### src/hdl/fisp_consts.vh
// Purpose: Shared constants for the fault flag, interrupt and status pin block.
// Assumes: Included by the pulse generator and top design files of the block.
// Notes:   Source indices fix the bit order of the flag, mask and clear vectors.
`ifndef FISP_CONSTS_VH
`define FISP_CONSTS_VH
`define FISP_NSRC        25
`define FISP_CV          0
`define FISP_DONE        1
`define FISP_IINLIM      2
`define FISP_DPPM        3
`define FISP_VINDPM      4
`define FISP_THERM       5
`define FISP_SV          6
`define FISP_OVP         7
`define FISP_OCP         8
`define FISP_UVLO        9
`define FISP_COLD        10
`define FISP_COOL        11
`define FISP_WARM        12
`define FISP_HOT         13
`define FISP_ADC         14
`define FISP_CMPA        15
`define FISP_CMPB        16
`define FISP_CMPC        17
`define FISP_OPEN        18
`define FISP_WD          19
`define FISP_ST          20
`define FISP_LDO         21
`define FISP_WAKE1       22
`define FISP_WAKE2       23
`define FISP_RSTWARN     24
`define FISP_CLK_MHZ     20
`define FISP_PULSE_US    128
`define FISP_PULSE_CYC   (`FISP_PULSE_US * `FISP_CLK_MHZ)
`define FISP_GAP_NS      1000
`define FISP_GAP_CYC     ((`FISP_GAP_NS * `FISP_CLK_MHZ + 999) / 1000)
`define FISP_CNT_W       12
`define FISP_PEND_W      8
`define FISP_PIN_MIRROR  2'h1
`define FISP_PIN_GPO_BIT 1
`endif

### src/hdl/fisp_flag_cell.v
// Purpose: One sticky flag with edge trigger output; its mask and allow inputs are unused.
// Assumes: Inputs synchronous to clk; clear is the host read of this flag.
// Notes:   A new trigger in the clearing cycle keeps the flag set.
`timescale 1ns/1ps
module fisp_flag_cell #(
  parameter BOTH_EDGES = 0
) (
  input  wire clk,
  input  wire arst_n,
  input  wire ce,
  input  wire cond,
  input  wire mask,
  input  wire clear,
  input  wire allow,
  output wire flag,
  output wire trig
);
  reg condPrev_reg;
  reg flag_reg;
  reg flag_next;

  assign trig = (BOTH_EDGES != 0) ? (cond ^ condPrev_reg) : (cond & ~condPrev_reg);
  assign flag = flag_reg;

  always @* begin
    flag_next = flag_reg;
    if (trig) begin
      flag_next = 1'b1;
    end else if (clear) begin
      flag_next = 1'b0;
    end
  end

  always @(posedge clk or negedge arst_n) begin
    if (!arst_n) begin
      condPrev_reg <= 1'b0;
      flag_reg     <= 1'b0;
    end else if (ce) begin
      condPrev_reg <= cond;
      flag_reg     <= flag_next;
    end
  end
endmodule

### src/hdl/fisp_pulse_gen.v
// Purpose: Counts interrupt requests and plays them out as timed low pulses.
// Assumes: Requests are one-cycle pulses; several may arrive in one cycle.
// Notes:   A short released gap separates pulses so the host sees each one.
`timescale 1ns/1ps
`include "fisp_consts.vh"
module fisp_pulse_gen #(
  parameter N   = `FISP_NSRC,
  parameter PW  = `FISP_PULSE_CYC,
  parameter GAP = `FISP_GAP_CYC
) (
  input  wire         clk,
  input  wire         arst_n,
  input  wire         ce,
  input  wire [N-1:0] reqVec,
  output wire         intOe
);
  localparam [2:0] S_IDLE = 3'h1;
  localparam [2:0] S_LOW  = 3'h2;
  localparam [2:0] S_GAP  = 3'h4;
  localparam integer           PW_M1    = PW - 1;
  localparam integer           GAP_M1   = GAP - 1;
  localparam [`FISP_CNT_W-1:0] PW_LAST  = PW_M1[`FISP_CNT_W-1:0];
  localparam [`FISP_CNT_W-1:0] GAP_LAST = GAP_M1[`FISP_CNT_W-1:0];

  reg [2:0]              state_reg;
  reg [2:0]              state_next;
  reg [`FISP_CNT_W-1:0]  count_reg;
  reg [`FISP_CNT_W-1:0]  count_next;
  reg [`FISP_PEND_W-1:0] pending_reg;
  reg [`FISP_PEND_W-1:0] pending_next;
  reg [5:0]              reqCount;
  reg [`FISP_PEND_W:0]   pendSum;
  reg                    take;
  reg                    intOe_reg;
  integer                i;

  assign intOe = intOe_reg;

  always @* begin
    reqCount = 6'h00;
    for (i = 0; i < N; i = i + 1) begin
      reqCount = reqCount + {5'h00, reqVec[i]};
    end
  end

  // Width is timed by counting clk cycles, each pending request gets its own pulse.
  always @* begin
    state_next = state_reg;
    count_next = count_reg;
    take       = 1'b0;
    case (state_reg)
      S_IDLE: begin
        if (pending_reg != {`FISP_PEND_W{1'b0}}) begin
          take       = 1'b1;
          state_next = S_LOW;
          count_next = {`FISP_CNT_W{1'b0}};
        end
      end
      S_LOW: begin
        if (count_reg == PW_LAST) begin
          state_next = S_GAP;
          count_next = {`FISP_CNT_W{1'b0}};
        end else begin
          count_next = count_reg + 1'b1;
        end
      end
      S_GAP: begin
        if (count_reg == GAP_LAST) begin
          state_next = S_IDLE;
        end else begin
          count_next = count_reg + 1'b1;
        end
      end
      default: begin
        state_next = S_IDLE;
        count_next = {`FISP_CNT_W{1'b0}};
      end
    endcase
    pendSum = {1'b0, pending_reg} + {3'h0, reqCount} - {{`FISP_PEND_W{1'b0}}, take};
    if (pendSum[`FISP_PEND_W]) begin
      pending_next = {`FISP_PEND_W{1'b1}};
    end else begin
      pending_next = pendSum[`FISP_PEND_W-1:0];
    end
  end

  always @(posedge clk or negedge arst_n) begin
    if (!arst_n) begin
      state_reg   <= S_IDLE;
      count_reg   <= {`FISP_CNT_W{1'b0}};
      pending_reg <= {`FISP_PEND_W{1'b0}};
      intOe_reg   <= 1'b0;
    end else if (ce) begin
      state_reg   <= state_next;
      count_reg   <= count_next;
      pending_reg <= pending_next;
      intOe_reg   <= (state_next == S_LOW);
    end
  end
endmodule

### src/hdl/fisp_top.v
// Purpose: Fault and event flags, interrupt pulse pin, fault response, status pin.
// Assumes: All inputs synchronous to clk; clear bits are one-cycle host read strobes.
// Notes:   Open-drain pins drive low only; the oe output is high while pulling low.
`timescale 1ns/1ps
`include "fisp_consts.vh"
module fisp_top #(
  parameter N = `FISP_NSRC
) (
  input  wire         clk,
  input  wire         arst_n,
  input  wire         ce,
  input  wire         startupDone,
  input  wire         startupFault,
  input  wire         constVoltageIn,
  input  wire         chargeDoneIn,
  input  wire         inputCurrentLoopIn,
  input  wire         pathMgmtLoopIn,
  input  wire         inputVoltageLoopIn,
  input  wire         thermalFoldbackIn,
  input  wire         supply_valid_status,
  input  wire         inputOvervoltageIn,
  input  wire         batteryOvercurrentIn,
  input  wire         batteryUndervoltageIn,
  input  wire         thermColdIn,
  input  wire         thermCoolIn,
  input  wire         thermWarmIn,
  input  wire         thermHotIn,
  input  wire         convReadyIn,
  input  wire         compareAlarmAIn,
  input  wire         compareAlarmBIn,
  input  wire         compareAlarmCIn,
  input  wire         thermOpenIn,
  input  wire         busWatchdogIn,
  input  wire         chargeTimerExpiredIn,
  input  wire         regulatorOvercurrentIn,
  input  wire         buttonWakeFirstIn,
  input  wire         buttonWakeSecondIn,
  input  wire         buttonResetWarnIn,
  input  wire         die_overtemp_shutdown,
  input  wire         chargeEnableIn_n,
  input  wire         rechargeThresholdIn,
  input  wire         timerDoubleOption,
  input  wire         regulatorEnableIn,
  input  wire         inputAboveUvlo,
  input  wire         inputAboveBatSleep,
  input  wire         inputBelowOvp,
  input  wire         pushbutton_in_n,
  input  wire [1:0]   status_pin_function,
  input  wire         status_pin_level,
  input  wire [N-1:0] maskIn,
  input  wire [N-1:0] flagReadClear,
  output wire [N-1:0] flagOut,
  output wire         intPinOut,
  output wire         intPinOe,
  output wire         supply_ok_out_n,
  output wire         supplyOkOe,
  output wire         chargeEnable,
  output wire         chargePause,
  output wire         chargeCurrentReduce,
  output wire         batRegReduce,
  output wire         chargeTimerReset,
  output wire         chargeTimerPause,
  output wire         chargeTimerDouble,
  output wire         chargeTimerEnable,
  output wire         regulatorEnable,
  output wire         systemRailEnable,
  output wire         system_rail_mode,
  output wire         batteryDisconnect
);
  wire [N-1:0] condVec;
  wire [N-1:0] trigVec;
  wire [N-1:0] reqVec;
  wire [N-1:0] allowVec;
  wire [N-1:0] flagVec;
  wire         intOeRaw;
  wire         inputOk;
  wire         supplyToggle;
  wire         ceToggle;
  wire         loopActive;

  reg startSeen_reg;
  reg armed_reg;
  reg svSuppress_reg;
  reg svPrev_reg;
  reg cePrev_reg;
  reg doneHold_reg;
  reg expiredHold_reg;
  reg intPinOut_reg;
  reg supplyOkOut_reg;
  reg supplyOkOe_reg;
  reg supplyOkOe_next;
  reg chargeEnable_reg;
  reg chargePause_reg;
  reg chargeCurrentReduce_reg;
  reg batRegReduce_reg;
  reg chargeTimerReset_reg;
  reg chargeTimerPause_reg;
  reg chargeTimerDouble_reg;
  reg chargeTimerEnable_reg;
  reg regulatorEnable_reg;
  reg systemRailEnable_reg;
  reg systemRailMode_reg;
  reg batteryDisconnect_reg;

  assign condVec[`FISP_CV]      = constVoltageIn;
  assign condVec[`FISP_DONE]    = chargeDoneIn;
  assign condVec[`FISP_IINLIM]  = inputCurrentLoopIn;
  assign condVec[`FISP_DPPM]    = pathMgmtLoopIn;
  assign condVec[`FISP_VINDPM]  = inputVoltageLoopIn;
  assign condVec[`FISP_THERM]   = thermalFoldbackIn;
  assign condVec[`FISP_SV]      = supply_valid_status;
  assign condVec[`FISP_OVP]     = inputOvervoltageIn;
  assign condVec[`FISP_OCP]     = batteryOvercurrentIn;
  assign condVec[`FISP_UVLO]    = batteryUndervoltageIn;
  assign condVec[`FISP_COLD]    = thermColdIn;
  assign condVec[`FISP_COOL]    = thermCoolIn;
  assign condVec[`FISP_WARM]    = thermWarmIn;
  assign condVec[`FISP_HOT]     = thermHotIn;
  assign condVec[`FISP_ADC]     = convReadyIn;
  assign condVec[`FISP_CMPA]    = compareAlarmAIn;
  assign condVec[`FISP_CMPB]    = compareAlarmBIn;
  assign condVec[`FISP_CMPC]    = compareAlarmCIn;
  assign condVec[`FISP_OPEN]    = thermOpenIn;
  assign condVec[`FISP_WD]      = busWatchdogIn;
  assign condVec[`FISP_ST]      = chargeTimerExpiredIn;
  assign condVec[`FISP_LDO]     = regulatorOvercurrentIn;
  assign condVec[`FISP_WAKE1]   = buttonWakeFirstIn;
  assign condVec[`FISP_WAKE2]   = buttonWakeSecondIn;
  assign condVec[`FISP_RSTWARN] = buttonResetWarnIn;

  // Only the supply-valid source may be held back at a low-battery power-up.
  genvar g;
  generate
    for (g = 0; g < N; g = g + 1) begin : gCell
      assign allowVec[g] = armed_reg & ~((g == `FISP_SV) & svSuppress_reg);
      assign reqVec[g]   = trigVec[g] & allowVec[g] & ~maskIn[g]
                         & (~flagVec[g] | flagReadClear[g]);
      fisp_flag_cell #(
        .BOTH_EDGES ((g == `FISP_SV) ? 1 : 0)
      ) uCell (
        .clk    (clk),
        .arst_n (arst_n),
        .ce     (ce),
        .cond   (condVec[g]),
        .mask   (maskIn[g]),
        .clear  (flagReadClear[g]),
        .allow  (allowVec[g]),
        .flag   (flagVec[g]),
        .trig   (trigVec[g])
      );
    end
  endgenerate

  fisp_pulse_gen #(
    .N   (N),
    .PW  (`FISP_PULSE_CYC),
    .GAP (`FISP_GAP_CYC)
  ) uPulse (
    .clk    (clk),
    .arst_n (arst_n),
    .ce     (ce),
    .reqVec (reqVec),
    .intOe  (intOeRaw)
  );

  assign flagOut      = flagVec;
  assign intPinOut    = intPinOut_reg;
  assign intPinOe     = intOeRaw;
  assign supplyToggle = supply_valid_status ^ svPrev_reg;
  assign ceToggle     = chargeEnableIn_n ^ cePrev_reg;
  assign inputOk      = inputAboveUvlo & inputAboveBatSleep & inputBelowOvp;
  assign loopActive   = inputCurrentLoopIn | pathMgmtLoopIn | inputVoltageLoopIn
                      | thermalFoldbackIn;

  // A start-up that ends in a fault leaves interrupts off until the next reset.
  always @(posedge clk or negedge arst_n) begin
    if (!arst_n) begin
      startSeen_reg  <= 1'b0;
      armed_reg      <= 1'b0;
      svSuppress_reg <= 1'b0;
    end else if (ce) begin
      startSeen_reg <= startSeen_reg | startupDone;
      if (startupDone & ~startSeen_reg & ~startupFault) begin
        armed_reg <= 1'b1;
      end
      if (startupDone & ~startSeen_reg) begin
        svSuppress_reg <= supply_valid_status & batteryUndervoltageIn;
      end else if (~supply_valid_status | ~batteryUndervoltageIn) begin
        svSuppress_reg <= 1'b0;
      end
    end
  end

  // Held charger states; a toggle of supply or enable releases both.
  always @(posedge clk or negedge arst_n) begin
    if (!arst_n) begin
      svPrev_reg      <= 1'b0;
      cePrev_reg      <= 1'b0;
      doneHold_reg    <= 1'b0;
      expiredHold_reg <= 1'b0;
    end else if (ce) begin
      svPrev_reg <= supply_valid_status;
      cePrev_reg <= chargeEnableIn_n;
      if (trigVec[`FISP_DONE]) begin
        doneHold_reg <= 1'b1;
      end else if (supplyToggle | ceToggle | rechargeThresholdIn) begin
        doneHold_reg <= 1'b0;
      end
      if (trigVec[`FISP_ST]) begin
        expiredHold_reg <= 1'b1;
      end else if (supplyToggle | ceToggle) begin
        expiredHold_reg <= 1'b0;
      end
    end
  end

  // Status pin selection; the bit-1 function overrides the mirror setting.
  always @* begin
    if (status_pin_function[`FISP_PIN_GPO_BIT]) begin
      supplyOkOe_next = ~status_pin_level;
    end else if (status_pin_function == `FISP_PIN_MIRROR) begin
      supplyOkOe_next = ~pushbutton_in_n;
    end else begin
      supplyOkOe_next = inputOk;
    end
  end

  // Responses are registered so every output leaves from a flop; one cycle late.
  always @(posedge clk or negedge arst_n) begin
    if (!arst_n) begin
      intPinOut_reg           <= 1'b0;
      supplyOkOut_reg         <= 1'b0;
      supplyOkOe_reg          <= 1'b0;
      chargeEnable_reg        <= 1'b0;
      chargePause_reg         <= 1'b0;
      chargeCurrentReduce_reg <= 1'b0;
      batRegReduce_reg        <= 1'b0;
      chargeTimerReset_reg    <= 1'b0;
      chargeTimerPause_reg    <= 1'b0;
      chargeTimerDouble_reg   <= 1'b0;
      chargeTimerEnable_reg   <= 1'b0;
      regulatorEnable_reg     <= 1'b0;
      systemRailEnable_reg    <= 1'b0;
      systemRailMode_reg      <= 1'b0;
      batteryDisconnect_reg   <= 1'b0;
    end else if (ce) begin
      intPinOut_reg           <= 1'b0;
      supplyOkOut_reg         <= 1'b0;
      supplyOkOe_reg          <= supplyOkOe_next;
      chargeEnable_reg        <= supply_valid_status & ~batteryOvercurrentIn
                               & ~expiredHold_reg & ~die_overtemp_shutdown;
      chargePause_reg         <= doneHold_reg | inputOvervoltageIn | thermColdIn
                               | thermHotIn | thermOpenIn;
      chargeCurrentReduce_reg <= loopActive | thermCoolIn;
      batRegReduce_reg        <= thermWarmIn;
      chargeTimerReset_reg    <= doneHold_reg | ~supply_valid_status | inputOvervoltageIn
                               | (expiredHold_reg & ~flagVec[`FISP_ST]);
      chargeTimerPause_reg    <= thermColdIn | thermHotIn | thermOpenIn;
      chargeTimerDouble_reg   <= timerDoubleOption & (loopActive | thermCoolIn);
      chargeTimerEnable_reg   <= ~die_overtemp_shutdown;
      regulatorEnable_reg     <= regulatorEnableIn & ~die_overtemp_shutdown;
      systemRailEnable_reg    <= ~die_overtemp_shutdown;
      systemRailMode_reg      <= inputOvervoltageIn;
      batteryDisconnect_reg   <= batteryOvercurrentIn;
    end
  end

  assign supply_ok_out_n     = supplyOkOut_reg;
  assign supplyOkOe          = supplyOkOe_reg;
  assign chargeEnable        = chargeEnable_reg;
  assign chargePause         = chargePause_reg;
  assign chargeCurrentReduce = chargeCurrentReduce_reg;
  assign batRegReduce        = batRegReduce_reg;
  assign chargeTimerReset    = chargeTimerReset_reg;
  assign chargeTimerPause    = chargeTimerPause_reg;
  assign chargeTimerDouble   = chargeTimerDouble_reg;
  assign chargeTimerEnable   = chargeTimerEnable_reg;
  assign regulatorEnable     = regulatorEnable_reg;
  assign systemRailEnable    = systemRailEnable_reg;
  assign system_rail_mode    = systemRailMode_reg;
  assign batteryDisconnect   = batteryDisconnect_reg;
endmodule

### config.mk
export PLATFORM = sky130hd
export DESIGN_NAME = fisp_top
export DESIGN_NICKNAME = d
export VERILOG_FILES = /design/src/hdl/fisp_flag_cell.v /design/src/hdl/fisp_pulse_gen.v /design/src/hdl/fisp_top.v
export VERILOG_INCLUDE_DIRS = /design/src /design/src/hdl
export SDC_FILE = /design/constraint.sdc
export NUM_CORES = 1
export LEC_CHECK = 0
export ABC_AREA = 1
export BUFFER_PORTS_ARGS = -buffer_cell sky130_fd_sc_hd__buf_4
export CORE_MARGIN = 10
export CORE_UTILIZATION = 36
export DETAILED_ROUTE_END_ITERATION = 8
export SKIP_CTS_REPAIR_TIMING = 1
export SYNTH_ARGS = -nofsm -noshare
export SYNTH_HDL_FRONTEND = slang
export SYNTH_SLANG_ARGS = --single-unit
### constraint.sdc
create_clock -name clk -period 10.35 [get_ports clk]
set_input_delay 0.5175 -clock clk [delete_from_list [all_inputs] [get_ports clk]]
set_output_delay 0.5175 -clock clk [all_outputs]
set_load 0.05 [all_outputs]
==> results.md <==
- Port buffering added between 100 and 150 buffers.
- The required arrival time at the worst endpoint is approximately 11 ns.
- Routed signal wires occupy layers up through met4.
- The hold violation count in the final report is 0.
- The mean cell area of the mapped netlist is 7.65 um2.
- Measured along the x axis, the die boundary spans 147 um.
- The slowest cell on the critical path is sky130_fd_sc_hd__dfrtp_1.
- The transition at the pin with the smallest max-transition slack is around 0.85 ns.
- The primary flip-flop cell chosen by synthesis mapping is sky130_fd_sc_hd__dfrtp_1.
- Routability-driven placement finished with a final weighted congestion of between 0.8 and 0.9.
- The achievable clock frequency is 139 MHz.
- The share of cells above drive strength 1 is between 10% and 20%.
- The clock transition at the registers of the reported paths is around 0.070 ns.
- The longest clock path from root to sink contains 2 buffers.
- The critical path contains buffers and inverters numbering 5 combined.
- The post-DP HPWL is 11600 um.
- The power density of the placed cells is between 200 and 250 nW/um2.
- Summed over all failing endpoints, the final setup total negative slack is 0 ns.
- The worst pin sits at a relative slew slack of 42.1%.
- The final standard cell utilization of the core is approximately 45%.
- Data arrives at the worst endpoint at approximately 7.4 ns.
- The TritonCTS clock tree is built.
- Traced cell by cell, the critical path runs through inv_1 > a2111oi_0 > ha_1 > inv_1 > fa_1 > fa_1 > fa_1 > fa_1 > fa_1 > inv_1 > ha_1 > fa_1 > inv_1 > ha_1 > fa_1 > o21ai_0 > nand2_1 > nand3_1 > nand2_1 > o21ai_0 > inv_1.
- 0 antenna diodes ended up in the layout.
- The wire length on met1 is around 7000 um.
- The initial antenna violation count was 0.
- The clock drives slightly below 90 sinks.
- The placed standard-cell area is just under 7000 um2.
- From synthesis to final layout, the design area changed by 22.6%.
- The maximum number of pins on one net before global-route repair is 56.
- The maximum fanout count along the critical path is 15.
- Dividing the detail-routed wire length by the instance count gives between 10 and 15 um.
- Leaving out fill and tap cells, the most frequent cell in the layout is sky130_fd_sc_hd__nand2_1.
- After layout, the worst path uses 69.4% of the clock period.
- The wire length of the first global-routing pass is approximately 25000 um.
- The library cells used most frequently in the layout, excluding fill and tap cells, are sky130_fd_sc_hd__nand2_1, sky130_fd_sc_hd__buf_4, sky130_fd_sc_hd__inv_1.
- The via count of the first global-routing pass is roughly 5000.
- Yosys printed 0 warnings.
- The synthesized instance count is roughly 750.
- The first-pass iteration count of the detailed router is 4.
- The number of nets in the finished design is 983.
- On the critical path the largest part of the delay comes from adder cells.
- The run finished with clean final reports.
- The most numerous cell on the critical path is sky130_fd_sc_hd__fa_1.
- The final routed DRC violation total is 0.
- The number of cells on the worst reg-to-reg path is 21.
- Detailed routing placed a total of between 6000 and 7000 um of wire on met2.
- The max-capacitance violation count is 0.
- The placeable core area is between 15000 and 20000 um2.
- The count of pins over their slew limit is 0.
- The final non-filler cell total is between 1000 and 1500.
- After the first detailed-routing iteration, the DRC count stood at 227.
- The worst setup path is launched from a flip-flop.
- The critical path endpoint category is a flip-flop.
- The top-level port count is approximately 130.
- Setup repair after global routing left no endpoint under its margin.
- After synthesis, the netlist uses 38 different library cells.
- The clock tree skew after final layout is 0.0108 ns.
- The share of the Yosys chip area taken by registers is 38.6%.
- The TritonCTS buffer count is 9.
- The maximum cell stage delay along the critical path is between 0.7 and 0.8 ns.
- The H-tree generated during clock tree synthesis spans 3 levels.
- The post-layout minimum cycle time is a little over 7 ns.
- The initial standard-cell utilization of the core is a little over a third.
- In the routed layout, each cell is associated on average with a via count of approximately 4.6.
- The sequential cell area is 2230 um2.
- Summing all multi-input logic gate instances after layout gives 2750 um2.
- The number of setup violations in the final report is 0.
- After routing the design area is ~7100 um2.
- Counting flops and latches in the post-synthesis netlist gives ~90.
- Yosys attributes the largest share of cell area to sky130_fd_sc_hd__dfrtp_1, sky130_fd_sc_hd__nand2_1, sky130_fd_sc_hd__inv_1.
- In this run the biggest area consumer among cell types represents 38.2% of the synthesized area.
- In this run the remaining antenna-violating nets after routing total 0.
- The beginning of the worst register-to-register path is armed_reg.
- Once placement completed, the tool counted placed cells totaling approximately 1100.
- The share of flip-flops with an asynchronous set or reset is 100%.
- The clock reaches the later pin of the worst-skew pair after between 0.3 and 0.4 ns.
- The cell taking the most area after synthesis is sky130_fd_sc_hd__dfrtp_1.
- The class of the most critical hold timing path is in2async.
- After detailed routing, the met3 layer carries about 700 um of wire.
- The die area is around 21000 um2.
- The leakage power summed over all cells is 3.69 nW.
- The total congestion overflow is 0.
- The filler cell count in the final layout is 1642.
- The peak supply drop is 0.116 mV.
- The final route contains ~5000 vias.
- Across every metal layer, demand over resource in global routing totals between 10% and 20%.
- The die is approximately 150 um tall.
- The floorplan has 46 rows.
- The final layout contains routed wiring with a total length of 14800 um.
- The synthesized design contains 0 enable-type register cells.
- The critical path is of the reg2reg type.
- In this run the critical register-to-register path is captured at uPulse.pending_reg[1].
- Across all register-to-register paths, the minimum setup slack is approximately 3.2 ns.
- The buffer type at the clock tree root is sky130_fd_sc_hd__clkbuf_16.
- The cell area that synthesis handed to floorplanning was ~5800 um2.
## how the worst max path moves through the flow
stage	from	endpoint	slack, ns	cells after the start
after CTS	armed_reg	uPulse.pending_reg[1]	3.06	21
after global routing	armed_reg	uPulse.pending_reg[1]	2.56	21
after global placement	armed_reg	uPulse.pending_reg[1]	3.28	21
final	armed_reg	uPulse.pending_reg[1]	3.17	21
after floorplan	armed_reg	uPulse.pending_reg[0]	4.14	22
after detailed placement	armed_reg	uPulse.pending_reg[1]	3.11	21
## cells by family after synthesis
group,share of synthesized area [%]
AND/OR/NAND/NOR,23.1
buffers and inverters,13.8
AO/OA/AOI/OAI,11.4
flip-flops,38.6
adder cells (fa/ha/maj),11.4
XOR/XNOR,1.67
other,0.0650
## metrics by stage
step	setup WS (ns)	total power, W	hold slack [ns]
finish	3.17	0.00160	0.100
floorplan	4.14	0.00106	0.222
global placement	3.28	0.00123	0.432
global route	2.56	0.00175	0.140
detailed placement	3.11	0.00124	0.443
CTS	3.06	0.00162	0.112
## routing by layer
layer	GRT usage, %	up-vias
met5	0	-
met4	4.80	0
met3	3.12	14
met2	21.4	109
met1	18.9	2285
li1	-	2562
## synthesized netlist by cell type (6+ instances only)
| master | number |
|---|---|
| sky130_fd_sc_hd__nor3_1 | 7 |
| sky130_fd_sc_hd__clkbuf_1 | 11 |
| sky130_fd_sc_hd__o21ai_0 | 79 |
| sky130_fd_sc_hd__a2111oi_0 | 6 |
| sky130_fd_sc_hd__nand4_1 | 17 |
| sky130_fd_sc_hd__a21oi_1 | 21 |
| sky130_fd_sc_hd__nor2_1 | 46 |
| sky130_fd_sc_hd__buf_4 | 28 |
| sky130_fd_sc_hd__dfrtp_1 | 88 |
| sky130_fd_sc_hd__fa_1 | 19 |
| sky130_fd_sc_hd__inv_1 | 128 |
| sky130_fd_sc_hd__ha_1 | 22 |
| sky130_fd_sc_hd__xnor2_1 | 6 |
| sky130_fd_sc_hd__nand2_1 | 183 |
| sky130_fd_sc_hd__nand3_1 | 48 |
## where the power goes
group | internal, W | switching (W) | total [W]
clock | 0.000217 | 0.000154 | 0.000371
sequential | 0.000399 | 0.0000354 | 0.000435
combinational | 0.000304 | 0.000487 | 0.000791
## area by class of cell
type / count / area share, %
multi-input cells: 486 / 38.9
flip-flops and latches: 89 / 31.5
inverters: 131 / 6.95
repair buffers: 133 / 14.1
well taps: 216 / 3.82
clock inverters: 7 / 1.54
clock buffers: 9 / 3.18
No activity file was read; power rests on OpenSTA's default activity.
